--- src/hdl/imc_params.svh ---
`ifndef IMC_PARAMS_SVH
`define IMC_PARAMS_SVH
// register indices; byte address is four times the index
`define IMC_IDX_MODE1    8'h1c
`define IMC_IDX_MODE2    8'h1d
`define IMC_IDX_MODE3    8'h1e
`define IMC_IDX_TW_BASE  8'h30
`define IMC_IDX_TW_LAST  8'h33
`define IMC_IDX_UPDATE   8'h36
`define IMC_IDX_STATUS   8'h3f
// fields of the first-stage register and the update bit
`define IMC_BIT_PREMOD   2
`define IMC_FAC_LSB      4
`define IMC_FAC_X2       2'h0
`define IMC_FAC_X4       2'h1
`define IMC_FAC_X8       2'h2
`define IMC_BIT_UPDATE   0
// reset values
`define IMC_RST_MODE1    8'h20
`define IMC_RST_MODE23   6'h00
`define IMC_RST_TW       32'h0000_0000
// bus encodings and buffer depth
`define IMC_HSIZE_WORD   3'h2
`define IMC_HRESP_OKAY   1'b0
`define IMC_BUF_DEPTH    2'h2
`endif

--- src/hdl/imc_pkg.sv ---
package imc_pkg;
   typedef struct packed {
      logic [15:0] i;
      logic [15:0] q;
   } imc_sample_t;
   typedef struct packed {
      logic [1:0] first_mode;
      logic [2:0] second_mode;
      logic [2:0] third_mode;
      logic       second_en;
      logic       third_en;
      logic       second_mod;
      logic       third_mod;
      logic       premod_en;
   } imc_cfg_t;
   typedef struct packed {
      imc_sample_t sample;
      logic [31:0] phase;
      logic        premod_neg;
      logic [2:0]  tick;
      logic [2:0]  beat;
      imc_cfg_t    cfg;
   } imc_beat_t;
endpackage

--- src/hdl/imc_config.sv ---
`timescale 1ns/1ps
`include "imc_params.svh"
// Summary of operation
// - mode fields sit at indices 0x1c..0x1e: 2-bit first, 6-bit second and third
// - first-stage codes 00..11 pick modes 0..3, shifts 0, fd/2, fd, 1.5fd
// - 4x uses first and second stage; 2x bypasses second and third
// - first mode 1 or 3 with premodulation adds an fd/2 shift
// - each stage runs at twice the rate of the previous one
// - oscillator steps tuning word per tick at twice the data rate
// - later stages have eight modes; modes 4..7 add modulation at input rate
// - new tuning word applies only on a 0-to-1 step of the update bit
module imc_config
(
   input  wire logic                 ref_clk_in,
   input  wire logic                 srst_in,
   input  wire logic                 ce_in,
   input  wire logic                 hsel_in,
   input  wire logic [31:0]          haddr_in,
   input  wire logic [1:0]           htrans_in,
   input  wire logic                 hwrite_in,
   input  wire logic [2:0]           hsize_in,
   input  wire logic                 hready_in,
   input  wire logic [31:0]          hwdata_in,
   output logic      [31:0]          hrdata_out,
   output logic                      hreadyout_out,
   output logic                      hresp_out,
   input  wire logic                 in_valid_in,
   input  wire imc_pkg::imc_sample_t in_sample_in,
   output logic                      in_ready_out,
   output logic                      out_valid_out,
   output imc_pkg::imc_beat_t        out_beat_out,
   input  wire logic                 out_ready_in
);
   logic [7:0]           mode1_q;
   logic [5:0]           mode2_q;
   logic [5:0]           mode3_q;
   logic [31:0]          tw_stage_q;
   logic [31:0]          tw_act_q;
   logic                 upd_q;
   logic                 wr_pend_q;
   logic                 rd_pend_q;
   logic [7:0]           idx_q;
   logic [31:0]          hrdata_q;
   logic                 hready_q;
   imc_pkg::imc_sample_t buf_q [2];
   logic                 wptr_q;
   logic                 rptr_q;
   logic [1:0]           cnt_q;
   logic                 in_ready_q;
   logic                 out_valid_q;
   imc_pkg::imc_beat_t   beat_q;
   logic [31:0]          phase_q;
   logic                 neg_q;

   function automatic logic tick_at(input logic [2:0] b, input logic [1:0] sh);
      logic [2:0] mask;
      mask = 3'((4'h1 << sh) - 4'h1);
      return (b & mask) == 3'h0;
   endfunction

   // bus decode
   wire       acc     = ce_in && hsel_in && htrans_in[1] && hready_in
                        && hsize_in == `IMC_HSIZE_WORD;
   wire [7:0] acc_idx = haddr_in[9:2];
   wire       wr_en   = ce_in && wr_pend_q;
   wire       in_tw   = idx_q >= `IMC_IDX_TW_BASE && idx_q <= `IMC_IDX_TW_LAST;
   wire [1:0] tw_lane = idx_q[1:0];
   wire       upd_set = wr_en && idx_q == `IMC_IDX_UPDATE;
   wire       upd_new = hwdata_in[`IMC_BIT_UPDATE];
   wire       upd_rise = upd_set && !upd_q && upd_new;

   // shadow configuration decode
   wire [1:0]        fac_reg = mode1_q[`IMC_FAC_LSB +: 2];
   imc_pkg::imc_cfg_t cfg_new;
   assign cfg_new.first_mode  = mode1_q[1:0];
   assign cfg_new.second_mode = mode2_q[2:0];
   assign cfg_new.third_mode  = mode3_q[2:0];
   assign cfg_new.second_en   = fac_reg != `IMC_FAC_X2;
   assign cfg_new.third_en    = fac_reg[1];
   assign cfg_new.second_mod  = cfg_new.second_en && mode2_q[2];
   assign cfg_new.third_mod   = cfg_new.third_en && mode3_q[2];
   assign cfg_new.premod_en   = mode1_q[`IMC_BIT_PREMOD] && mode1_q[0];
   wire [1:0] fac_new = {cfg_new.third_en, cfg_new.second_en && !cfg_new.third_en};

   // active word decode
   wire [1:0] fac_cur  = {beat_q.cfg.third_en,
                          beat_q.cfg.second_en && !beat_q.cfg.third_en};
   wire [2:0] last_b   = 3'((4'h2 << fac_cur) - 4'h1);
   wire       adv      = ce_in && (!out_valid_q || out_ready_in);
   wire       more     = out_valid_q && beat_q.beat != last_b;
   wire       pop      = adv && !more && cnt_q != 2'h0;
   wire       push     = ce_in && in_valid_in && in_ready_q;
   wire [1:0] cnt_d    = 2'(cnt_q + {1'b0, push} - {1'b0, pop});
   wire [2:0] nb       = more ? 3'(beat_q.beat + 3'h1) : 3'h0;
   wire [1:0] fac_nb   = more ? fac_cur : fac_new;
   imc_pkg::imc_cfg_t cfg_nb;
   assign cfg_nb = more ? beat_q.cfg : cfg_new;
   wire [2:0] tick_nb  = {cfg_nb.third_en,
                          cfg_nb.second_en && tick_at(nb, fac_nb - 2'h1),
                          tick_at(nb, fac_nb)};
   wire       emit     = adv && (more || pop);
   wire       step     = out_valid_q && adv && beat_q.tick[0];
   wire [31:0] phase_d = step ? phase_q + tw_act_q : phase_q;
   wire       neg_d    = (pop && cfg_new.premod_en) ? !neg_q : neg_q;

   // read mux
   wire [31:0] rd_mux =
      idx_q == `IMC_IDX_MODE1  ? {24'h0, mode1_q} :
      idx_q == `IMC_IDX_MODE2  ? {26'h0, mode2_q} :
      idx_q == `IMC_IDX_MODE3  ? {26'h0, mode3_q} :
      in_tw                    ? {24'h0, tw_stage_q[8*tw_lane +: 8]} :
      idx_q == `IMC_IDX_UPDATE ? {31'h0, upd_q} :
      idx_q == `IMC_IDX_STATUS ? {27'h0, cnt_q, fac_cur, out_valid_q} :
                                 32'h0;

   always_ff @(posedge ref_clk_in)
   begin
      if (srst_in)
      begin
         wr_pend_q <= 1'b0;
         rd_pend_q <= 1'b0;
         idx_q     <= 8'h00;
         hrdata_q  <= 32'h0;
         hready_q  <= 1'b1;
      end
      else if (ce_in)
      begin
         wr_pend_q <= acc && hwrite_in;
         rd_pend_q <= acc && !hwrite_in;
         hready_q  <= !(acc && !hwrite_in);
         if (acc)
            idx_q <= acc_idx;
         if (rd_pend_q)
            hrdata_q <= rd_mux;
      end
   end

   always_ff @(posedge ref_clk_in)
   begin
      if (srst_in)
      begin
         mode1_q    <= `IMC_RST_MODE1;
         mode2_q    <= `IMC_RST_MODE23;
         mode3_q    <= `IMC_RST_MODE23;
         tw_stage_q <= `IMC_RST_TW;
         tw_act_q   <= `IMC_RST_TW;
         upd_q      <= 1'b0;
      end
      else if (wr_en)
      begin
         if (idx_q == `IMC_IDX_MODE1)
            mode1_q <= hwdata_in[7:0];
         if (idx_q == `IMC_IDX_MODE2)
            mode2_q <= hwdata_in[5:0];
         if (idx_q == `IMC_IDX_MODE3)
            mode3_q <= hwdata_in[5:0];
         if (in_tw)
            tw_stage_q[8*tw_lane +: 8] <= hwdata_in[7:0];
         if (upd_set)
            upd_q <= upd_new;
         if (upd_rise)
            tw_act_q <= tw_stage_q;
      end
   end

   always_ff @(posedge ref_clk_in)
   begin
      if (srst_in)
      begin
         wptr_q     <= 1'b0;
         rptr_q     <= 1'b0;
         cnt_q      <= 2'h0;
         in_ready_q <= 1'b0;
      end
      else if (ce_in)
      begin
         if (push)
         begin
            buf_q[wptr_q] <= in_sample_in;
            wptr_q        <= !wptr_q;
         end
         if (pop)
            rptr_q <= !rptr_q;
         cnt_q      <= cnt_d;
         in_ready_q <= cnt_d != `IMC_BUF_DEPTH;
      end
   end

   always_ff @(posedge ref_clk_in)
   begin
      if (srst_in)
      begin
         out_valid_q <= 1'b0;
         beat_q      <= '0;
         phase_q     <= 32'h0;
         neg_q       <= 1'b0;
      end
      else if (ce_in)
      begin
         phase_q <= phase_d;
         neg_q   <= neg_d;
         if (adv)
            out_valid_q <= emit;
         if (emit)
         begin
            beat_q.beat       <= nb;
            beat_q.cfg        <= cfg_nb;
            beat_q.tick       <= tick_nb;
            beat_q.phase      <= phase_d;
            beat_q.premod_neg <= neg_d;
            if (pop)
               beat_q.sample <= buf_q[rptr_q];
         end
      end
   end

   assign hrdata_out    = hrdata_q;
   assign hreadyout_out = hready_q;
   assign hresp_out     = `IMC_HRESP_OKAY;
   assign in_ready_out  = in_ready_q;
   assign out_valid_out = out_valid_q;
   assign out_beat_out  = beat_q;

   property p_mode1_write;
      @(posedge ref_clk_in) disable iff (srst_in)
      wr_en && idx_q == `IMC_IDX_MODE1 |=> mode1_q[1:0] == $past(hwdata_in[1:0]);
   endproperty
   a_mode1_write: assert property (p_mode1_write) else $error("first mode not stored");

   property p_first_mode;
      @(posedge ref_clk_in) disable iff (srst_in)
      pop |=> beat_q.cfg.first_mode == $past(mode1_q[1:0]);
   endproperty
   a_first_mode: assert property (p_first_mode) else $error("first mode not latched");

   property p_bypass;
      @(posedge ref_clk_in) disable iff (srst_in)
      out_valid_q |-> (beat_q.cfg.third_en |-> beat_q.cfg.second_en);
   endproperty
   a_bypass: assert property (p_bypass) else $error("third stage without second");

   property p_premod;
      @(posedge ref_clk_in) disable iff (srst_in)
      pop && cfg_new.premod_en |=> beat_q.premod_neg != $past(neg_q);
   endproperty
   a_premod: assert property (p_premod) else $error("premodulation sign not toggled");

   property p_rates;
      @(posedge ref_clk_in) disable iff (srst_in)
      out_valid_q && beat_q.tick[0] && beat_q.cfg.second_en |-> beat_q.tick[1];
   endproperty
   a_rates: assert property (p_rates) else $error("stage ticks not nested");

   property p_nco;
      @(posedge ref_clk_in) disable iff (srst_in)
      step |=> phase_q == $past(phase_q) + $past(tw_act_q);
   endproperty
   a_nco: assert property (p_nco) else $error("oscillator step wrong");

   property p_mod;
      @(posedge ref_clk_in) disable iff (srst_in)
      out_valid_q && beat_q.cfg.second_en |->
         beat_q.cfg.second_mod == beat_q.cfg.second_mode[2];
   endproperty
   a_mod: assert property (p_mod) else $error("second stage modulation wrong");

   property p_update;
      @(posedge ref_clk_in) disable iff (srst_in)
      upd_rise |=> tw_act_q == $past(tw_stage_q) ##1 upd_q;
   endproperty
   a_update: assert property (p_update) else $error("tuning word not applied");

   property p_hold;
      @(posedge ref_clk_in) disable iff (srst_in)
      !upd_rise |=> $stable(tw_act_q);
   endproperty
   a_hold: assert property (p_hold) else $error("tuning word changed early");

   property p_cfg;
      @(posedge ref_clk_in) disable iff (srst_in)
      emit && more |=> $stable(beat_q.cfg) && $stable(beat_q.sample);
   endproperty
   a_cfg: assert property (p_cfg) else $error("config changed inside word");

   c_x8: cover property (@(posedge ref_clk_in) disable iff (srst_in)
      emit && beat_q.beat == 3'h7);
   c_update: cover property (@(posedge ref_clk_in) disable iff (srst_in) upd_rise);
   c_full: cover property (@(posedge ref_clk_in) disable iff (srst_in)
      cnt_q == 2'h2 && !out_ready_in);
endmodule

--- config.mk ---
export PLATFORM = sky130hd
export DESIGN_NAME = imc_config
export DESIGN_NICKNAME = d
export VERILOG_FILES = /design/src/hdl/imc_pkg.sv /design/src/hdl/imc_config.sv
export VERILOG_INCLUDE_DIRS = /design/src /design/src/hdl
export SDC_FILE = /design/constraint.sdc
export NUM_CORES = 1
export LEC_CHECK = 0
export ABC_AREA = 1
export BUFFER_PORTS_ARGS = -buffer_cell sky130_fd_sc_hd__buf_2
export CORE_ASPECT_RATIO = 0.9
export CORE_MARGIN = 2
export CORE_UTILIZATION = 35
export DETAILED_ROUTE_END_ITERATION = 6
export PLACE_DENSITY = 0.62
export SLEW_MARGIN = 0
export SYNTH_ARGS = -nofsm -noshare
export SYNTH_HDL_FRONTEND = slang
export SYNTH_SLANG_ARGS = --single-unit
--- constraint.sdc ---
create_clock -name ref_clk_in -period 3.7 [get_ports ref_clk_in]
set_input_delay 0.74 -clock ref_clk_in [delete_from_list [all_inputs] [get_ports ref_clk_in]]
set_output_delay 0.74 -clock ref_clk_in [all_outputs]
set_load 0.02 [all_outputs]
==> run metrics, run 1 <==
Final period util 79.8%; total track usage 18.0%; Worst Setup Slack post-DPL 0.547 ns; Area Overhead vs Synth 15.8%; hold_buf cts 0; Ys Warns 0; fin worst setup slack 0.746 ns; Clock Path Buffers 3; share of layout cells above drive strength 1 13.5%; Critical Path Source Type register; clock slew at reported path FFs 0.06 ns; crit end category register; reg2reg end cnt_q[1]; Synth Area per Inst 7.47 sq um; Max FO, Critical Path 31; clk_skew 0.0234 ns; Die Y 195 microns; final hold viol count 0; FF+latch area 6450 sq um; IO buf count 154; max cap viols 0; CTS resizes 0; Synth area leaders dfxtp_1, edfxtp_1, nand2_1; TNS Setup 0 ns; Synth Cell Area 14200 sq um; Lkg Pwr 7.53 nW; fmax 338 MHz; Vias/cell 4.74; r2r setup slk 0.75 ns; RSZ-0062 raised after global routing false; 1st-pass router iterations 5; DRC viols 0; worst-case reg-to-reg path depth 14; sequential element share of the synthesized area 45.5%; Die X 216 microns; DRT antenna net count 0; DRT Wirelength 38300 microns; initial antenna violation count 3; Final Max Tran Viols 0; slew margin rel. 24.4%; Root Driver clkbuf_16; first-pass GRT wire length 61700 microns; initial detailed-routing violation count 775; largest net degree at the start of global routing 106; CTS tree done; number of clock sinks 290; H-tree levels 2; number of synthesized flops with an enable pin 64; DR WL/cell 14.8 microns; die area 42100 sq um; worst setup path category register to register; status finished, final reports clean; Post CTS Setup Buffer Count 0; Worst-Skew Late Latency 0.53 ns; Inserted Clock Buffers 35; fin nets 2174; top cells by count, synth nand2_1, inv_1, dfxtp_1; Ports 229; min-delay worst type input pin to register; maximum vdd drop 0.359 mV; area leader, netlist dfxtp_1; vias in the first global route 11.7k; fillers 4138; Worst R2R Start out_beat_out[18]; Via Count 12.3k; Hold Path Depth 1; Worst Tran Pin Value 1.13 ns; Synth Instances 1897; post-layout minimum cycle time 2.95 ns; Yosys reg bits 290; Core Rows 69; initial core utilization 35.7%; Req. time, crit path 4.12 ns; GRT overflow 0; WHS Endpoint buf_q[1][29]; Async SR Flop Fraction 0%; most frequent cell after synthesis nand2_1; pwr/cell area 461 nW/um^2; Detailed Place HPWL 27800 microns; Multi-input gate area 6170 sq um; Worst EP arrival 3.38 ns; Synth Flop Type dfxtp_1; setup violators final 0; area fraction of the dominant cell type after synthesis 31.9%; hold path start in_sample_in[29]; core area 39700 sq um; RePlAce Congestion 0.906; Cell variety after synth 52
-- metal layers --
layer / up-vias / GRT usage (%) / share of wire, %
met5: - / 0 / 0.034
met2: 280 / 29.1 / 45
li1: 6339 / - / -
met1: 5576 / 24.4 / 47
met3: 57 / 4.10 / 6.6
met4: 2 / 4.52 / 2.0
-- sequential cells by signal, indices dropped and copies added, names as in the netlist, 8 cells and up --
register,cells
buf_q,64
hrdata_out,8
idx_q,8
mode1_q,8
out_beat_out,83
phase_q,32
tw_act_q,32
tw_stage_q,32
-- cell usage in the layout (no fill, tap or decap), types with 5 or more instances in the layout --
master     instances
o21bai_1           8
nor3_1            16
ha_1              41
a211oi_1           9
or2_2             10
clkbuf_1           8
buf_2            153
dfxtp_1          226
buf_4             18
nand2_1          484
o211ai_1           6
a21oi_1          152
edfxtp_1          64
conb_1            25
inv_1            272
inv_2              7
clkinv_2           5
a21oi_2           11
nand4_1           11
o21ai_1           36
clkbuf_16         35
o21ai_0          131
nor2_1           104
nand3_1          109
a31oi_1           34
-- cell families (layout without fill, tap and decap cells) --
group / Yosys count / count (layout) / share of synthesized area, %
flops: 290 / 290 / 45.5
buf+inv: 388 / 516 / 11.8
simple gates: 770 / 770 / 23.1
other cells: 1 / 27 / 0.0265
fa+ha+maj: 42 / 42 / 3.76
xor+xnor: 8 / 8 / 0.494
compound gates: 395 / 395 / 15.2
mux: 3 / 3 / 0.212
-- stage by stage --
stage	area (sq um)	power, W	utilization (%)	hold WS [ns]	instances
finish	16400	0.00757	41.3	0.388	2583
global route	16400	0.00788	41.3	0.370	2581
CTS	16400	0.00766	41.3	0.363	2581
detailed placement	15200	0.00419	38.4	0.447	2518
global placement	15200	0.00418	38.4	0.446	2518
floorplan	14300	0.00395	-	0.428	1921
-- how the worst max path moves through the flow --
stage	startpoint	endpoint	slack (ns)	depth (start not counted)
4_1_cts	out_beat_out[18]	cnt_q[1]	0.75	14
6_report	out_beat_out[18]	cnt_q[1]	0.75	14
5_1_grt	out_beat_out[18]	in_ready_out	0.38	15
3_3_place_gp	ce_in	cnt_q[1]	0.56	13
3_5_place_dp	ce_in	cnt_q[1]	0.55	13
2_1_floorplan	ce_in	buf_q[0][0]	0.74	5
-- final cells by class --
class                           instances  area share [%]
Sequential cell                       290            39.3
Multi-Input combinational cell       1243            37.6
Inverter                              282            6.45
Clock buffer                           47            5.85
Timing Repair Buffer                  171            5.49
Tap cell                              532            4.05
Clock inverter                         16            1.28
Antenna cell                            2          0.0305
-- critical path, stage by stage, from the launching register on --
cell	delay [ns]
dfxtp_1	0.58
nor2_1	0.09
nor2_1	0.10
nand4_1	0.15
nand2_2	0.19
inv_2	0.10
nor2_8	0.33
clkinv_1	0.37
nand2_1	0.14
nand2_1	0.06
ha_1	0.19
xor2_1	0.16
xnor2_1	0.15
o21ai_0	0.17
inv_1	0.05
-- power breakdown --
group	leakage, nW	switching, W	internal (W)
clock	0.565	0.00140	0.00206
combinational	4.55	0.000497	0.000212
sequential	2.41	0.0000604	0.00334
No activity file was read; power rests on OpenSTA's default activity.
==> run 2, diff against run 1 <==
PLACE_DENSITY = 0.6   (was 0.62)
clock period = 3 ns   (was 3.7 ns; I/O delays follow)
==> run 2 against run 1 <==
Effect of this change:
- clock power up 20%
- setup slack worse by 0.42 ns
- critical path type unchanged
- die area unchanged
- count of clock-buffer cells in the layout down 9
- combinational power up 25%
==> run metrics, run 2 (synthesis gave the netlist of run 1 again) <==
most common cell after layout, fill and taps aside nand2_1; slowest CP cell dfxtp_1; core area 39700 sq um (unchanged); Worst R2R Start out_beat_out[18]; setup violators final 0 (unchanged); maximum vdd drop 0.487 mV (+36%); DRT antenna net count 0 (unchanged); RSZ-0062 raised after global routing false; post-layout minimum cycle time 2.67 ns (-0.282 ns); 1st-pass router iterations 5 (unchanged); initial antenna violation count 2 (-1); Core Rows 69 (unchanged); Final Max Tran Viols 0 (unchanged); initial core utilization 35.7% (unchanged); CP peak stage delay 0.56 ns (-0.02 ns); Worst-Skew Late Latency 0.54 ns (about the same); largest net degree at the start of global routing 102 (-3.8%); Inserted Clock Buffers 34 (-2.9%); CTS tree done; fillers 4155 (+0.41%); Worst Setup SP out_beat_out[18]; Final period util 89.1% (+9.2 points); Area Overhead vs Synth 15.5%; die area 42100 sq um (unchanged); worst hold slack 0.246 ns (-0.142 ns); Ports 229 (unchanged); number of clock sinks 290 (unchanged); H-tree levels 2 (unchanged); TNS Setup 0 ns (unchanged); RePlAce Congestion 0.924 (+2.0%); most frequent cells in the layout nand2_1, inv_1, dfxtp_1; DRT Wirelength 38800 microns (+1.1%); Root Driver clkbuf_16; crit end category register; Tot Pwr 0.00924 W (+22%); Max FO, Critical Path 21 (-32%); status finished, final reports clean; Worst Tran Pin Value 1.10 ns (-0.0293 ns); final core occ 41.2% (-0.10 points); initial detailed-routing violation count 801 (+3.4%); Largest register FFs 83 (unchanged); clock slew at reported path FFs 0.06 ns (about the same); CP most frequent cell nand2_1; min-delay worst type input pin to register; Worst EP arrival 3.11 ns (-0.27 ns); Critical Path, Cell by Cell nor2_1 -> nor2_1 -> nand4_1 -> nand2_2 -> inv_2 -> nor2_8 -> clkinvlp_4 -> nand2_1 -> nand2_1 -> ha_1 -> xor2_1 -> xnor2_1 -> nand2_1 -> nand2_1 -> inv_1; slew margin rel. 26.3% (+2.0 points); total track usage 18.3% (+0.23 points); Req. time, crit path 3.44 ns (-0.68 ns); Vias/cell 4.78 (+0.68%); share of layout cells above drive strength 1 13.5% (-0.029 points); fin nets 2173 (-0.046%); DRC viols 0 (unchanged); Critical Path Source Type register; clk_skew 0.0234 ns (-0.0000267 ns); GRT overflow 0 (unchanged); # diodes 0 (-2); IO buf count 154 (unchanged); worst setup path category register to register; hold path start in_sample_in[8]; Via Count 12.3k (+0.48%); first-pass GRT wire length 62400 microns (+1.3%); Post CTS Setup Buffer Count 0 (unchanged); Die X 216 microns (unchanged); max cap viols 0 (unchanged); fmax 374 MHz (+11%); Detailed Place HPWL 28100 microns (+1.1%); Lkg Pwr 7.51 nW (-0.16%); hold_buf cts 0 (unchanged); pwr/cell area 564 nW/um^2 (+22%); DR WL/cell 15.0 microns (+1.3%); Die Y 195 microns (unchanged); Clock Path Buffers 3 (unchanged); vias in the first global route 11.7k (+0.65%); final hold viol count 0 (unchanged)
-- run 2: cell count changes in the layout (fill, tap and decap cells not counted) --
cell	change
clkbuf_1	-6
clkinv_1	+4
clkinv_2	+3
clkbuf_8	-2
diode_2	-2
inv_6	-2
buf_12	+1
buf_4	-1
clkbuf_16	-1
clkinv_8	-1
inv_16	+1
inv_8	+1
-- run 2: what timing repair did --
action / 4_1_cts / 5_1_grt
setup endpoints to repair: 0 / 2
endpoints found under the hold margin: 0 / 0
gates resized for setup: 0 / 1
-- run 2: routing by layer --
metal	vias up	GRT usage, %	wire [microns]
met2	256	28.8	17100
met5	-	0	24
li1	6349	-	-
met4	4	6.01	1190
met1	5622	24.6	18100
met3	82	4.24	2360
-- run 2: layout make-up --
class	count	area, sq um	share of cell area, %
timing repair buffer	171	913	5.58
clock inverter	22	234	1.43
inverter	282	1060	6.49
multi-input combinational	1243	6170	37.7
clock buffer	38	886	5.41
sequential	290	6450	39.4
tap	532	666	4.06
-- run 2: final timing paths --
| path | slack, ns | endpoint | cells after the start |
|---|---|---|---|
| setup / recovery | 0.33 | in_ready_out | 15 |
| hold / removal | 0.25 | buf_q[0][8] | 1 |
| setup reg to reg | 0.33 | in_ready_out | 15 |
| hold reg to reg | 0.45 | tw_act_q[18] | 2 |
-- run 2: through the flow --
step	cells	area [sq um]	setup WS (ns)
final	2578	16400	0.328
after global routing	2578	16400	0.0120
after CTS	2578	16400	0.267
after detailed placement	2518	15300	0.156
after global placement	2518	15300	0.176
after floorplan	1921	14300	0.179
-- run 2: worst max-delay path, delay by kind of cell (launching register included) --
family | cells | cell delay (ns)
simple gates | 9 | 1.06
flops | 1 | 0.56
buf+inv | 3 | 0.40
xor+xnor | 2 | 0.35
fa+ha+maj | 1 | 0.19
-- run 2: where the power goes --
group | total, W | switching, W | internal (W)
sequential | 0.00420 | 0.0000776 | 0.00412
clock | 0.00415 | 0.00173 | 0.00242
combinational | 0.000889 | 0.000624 | 0.000265
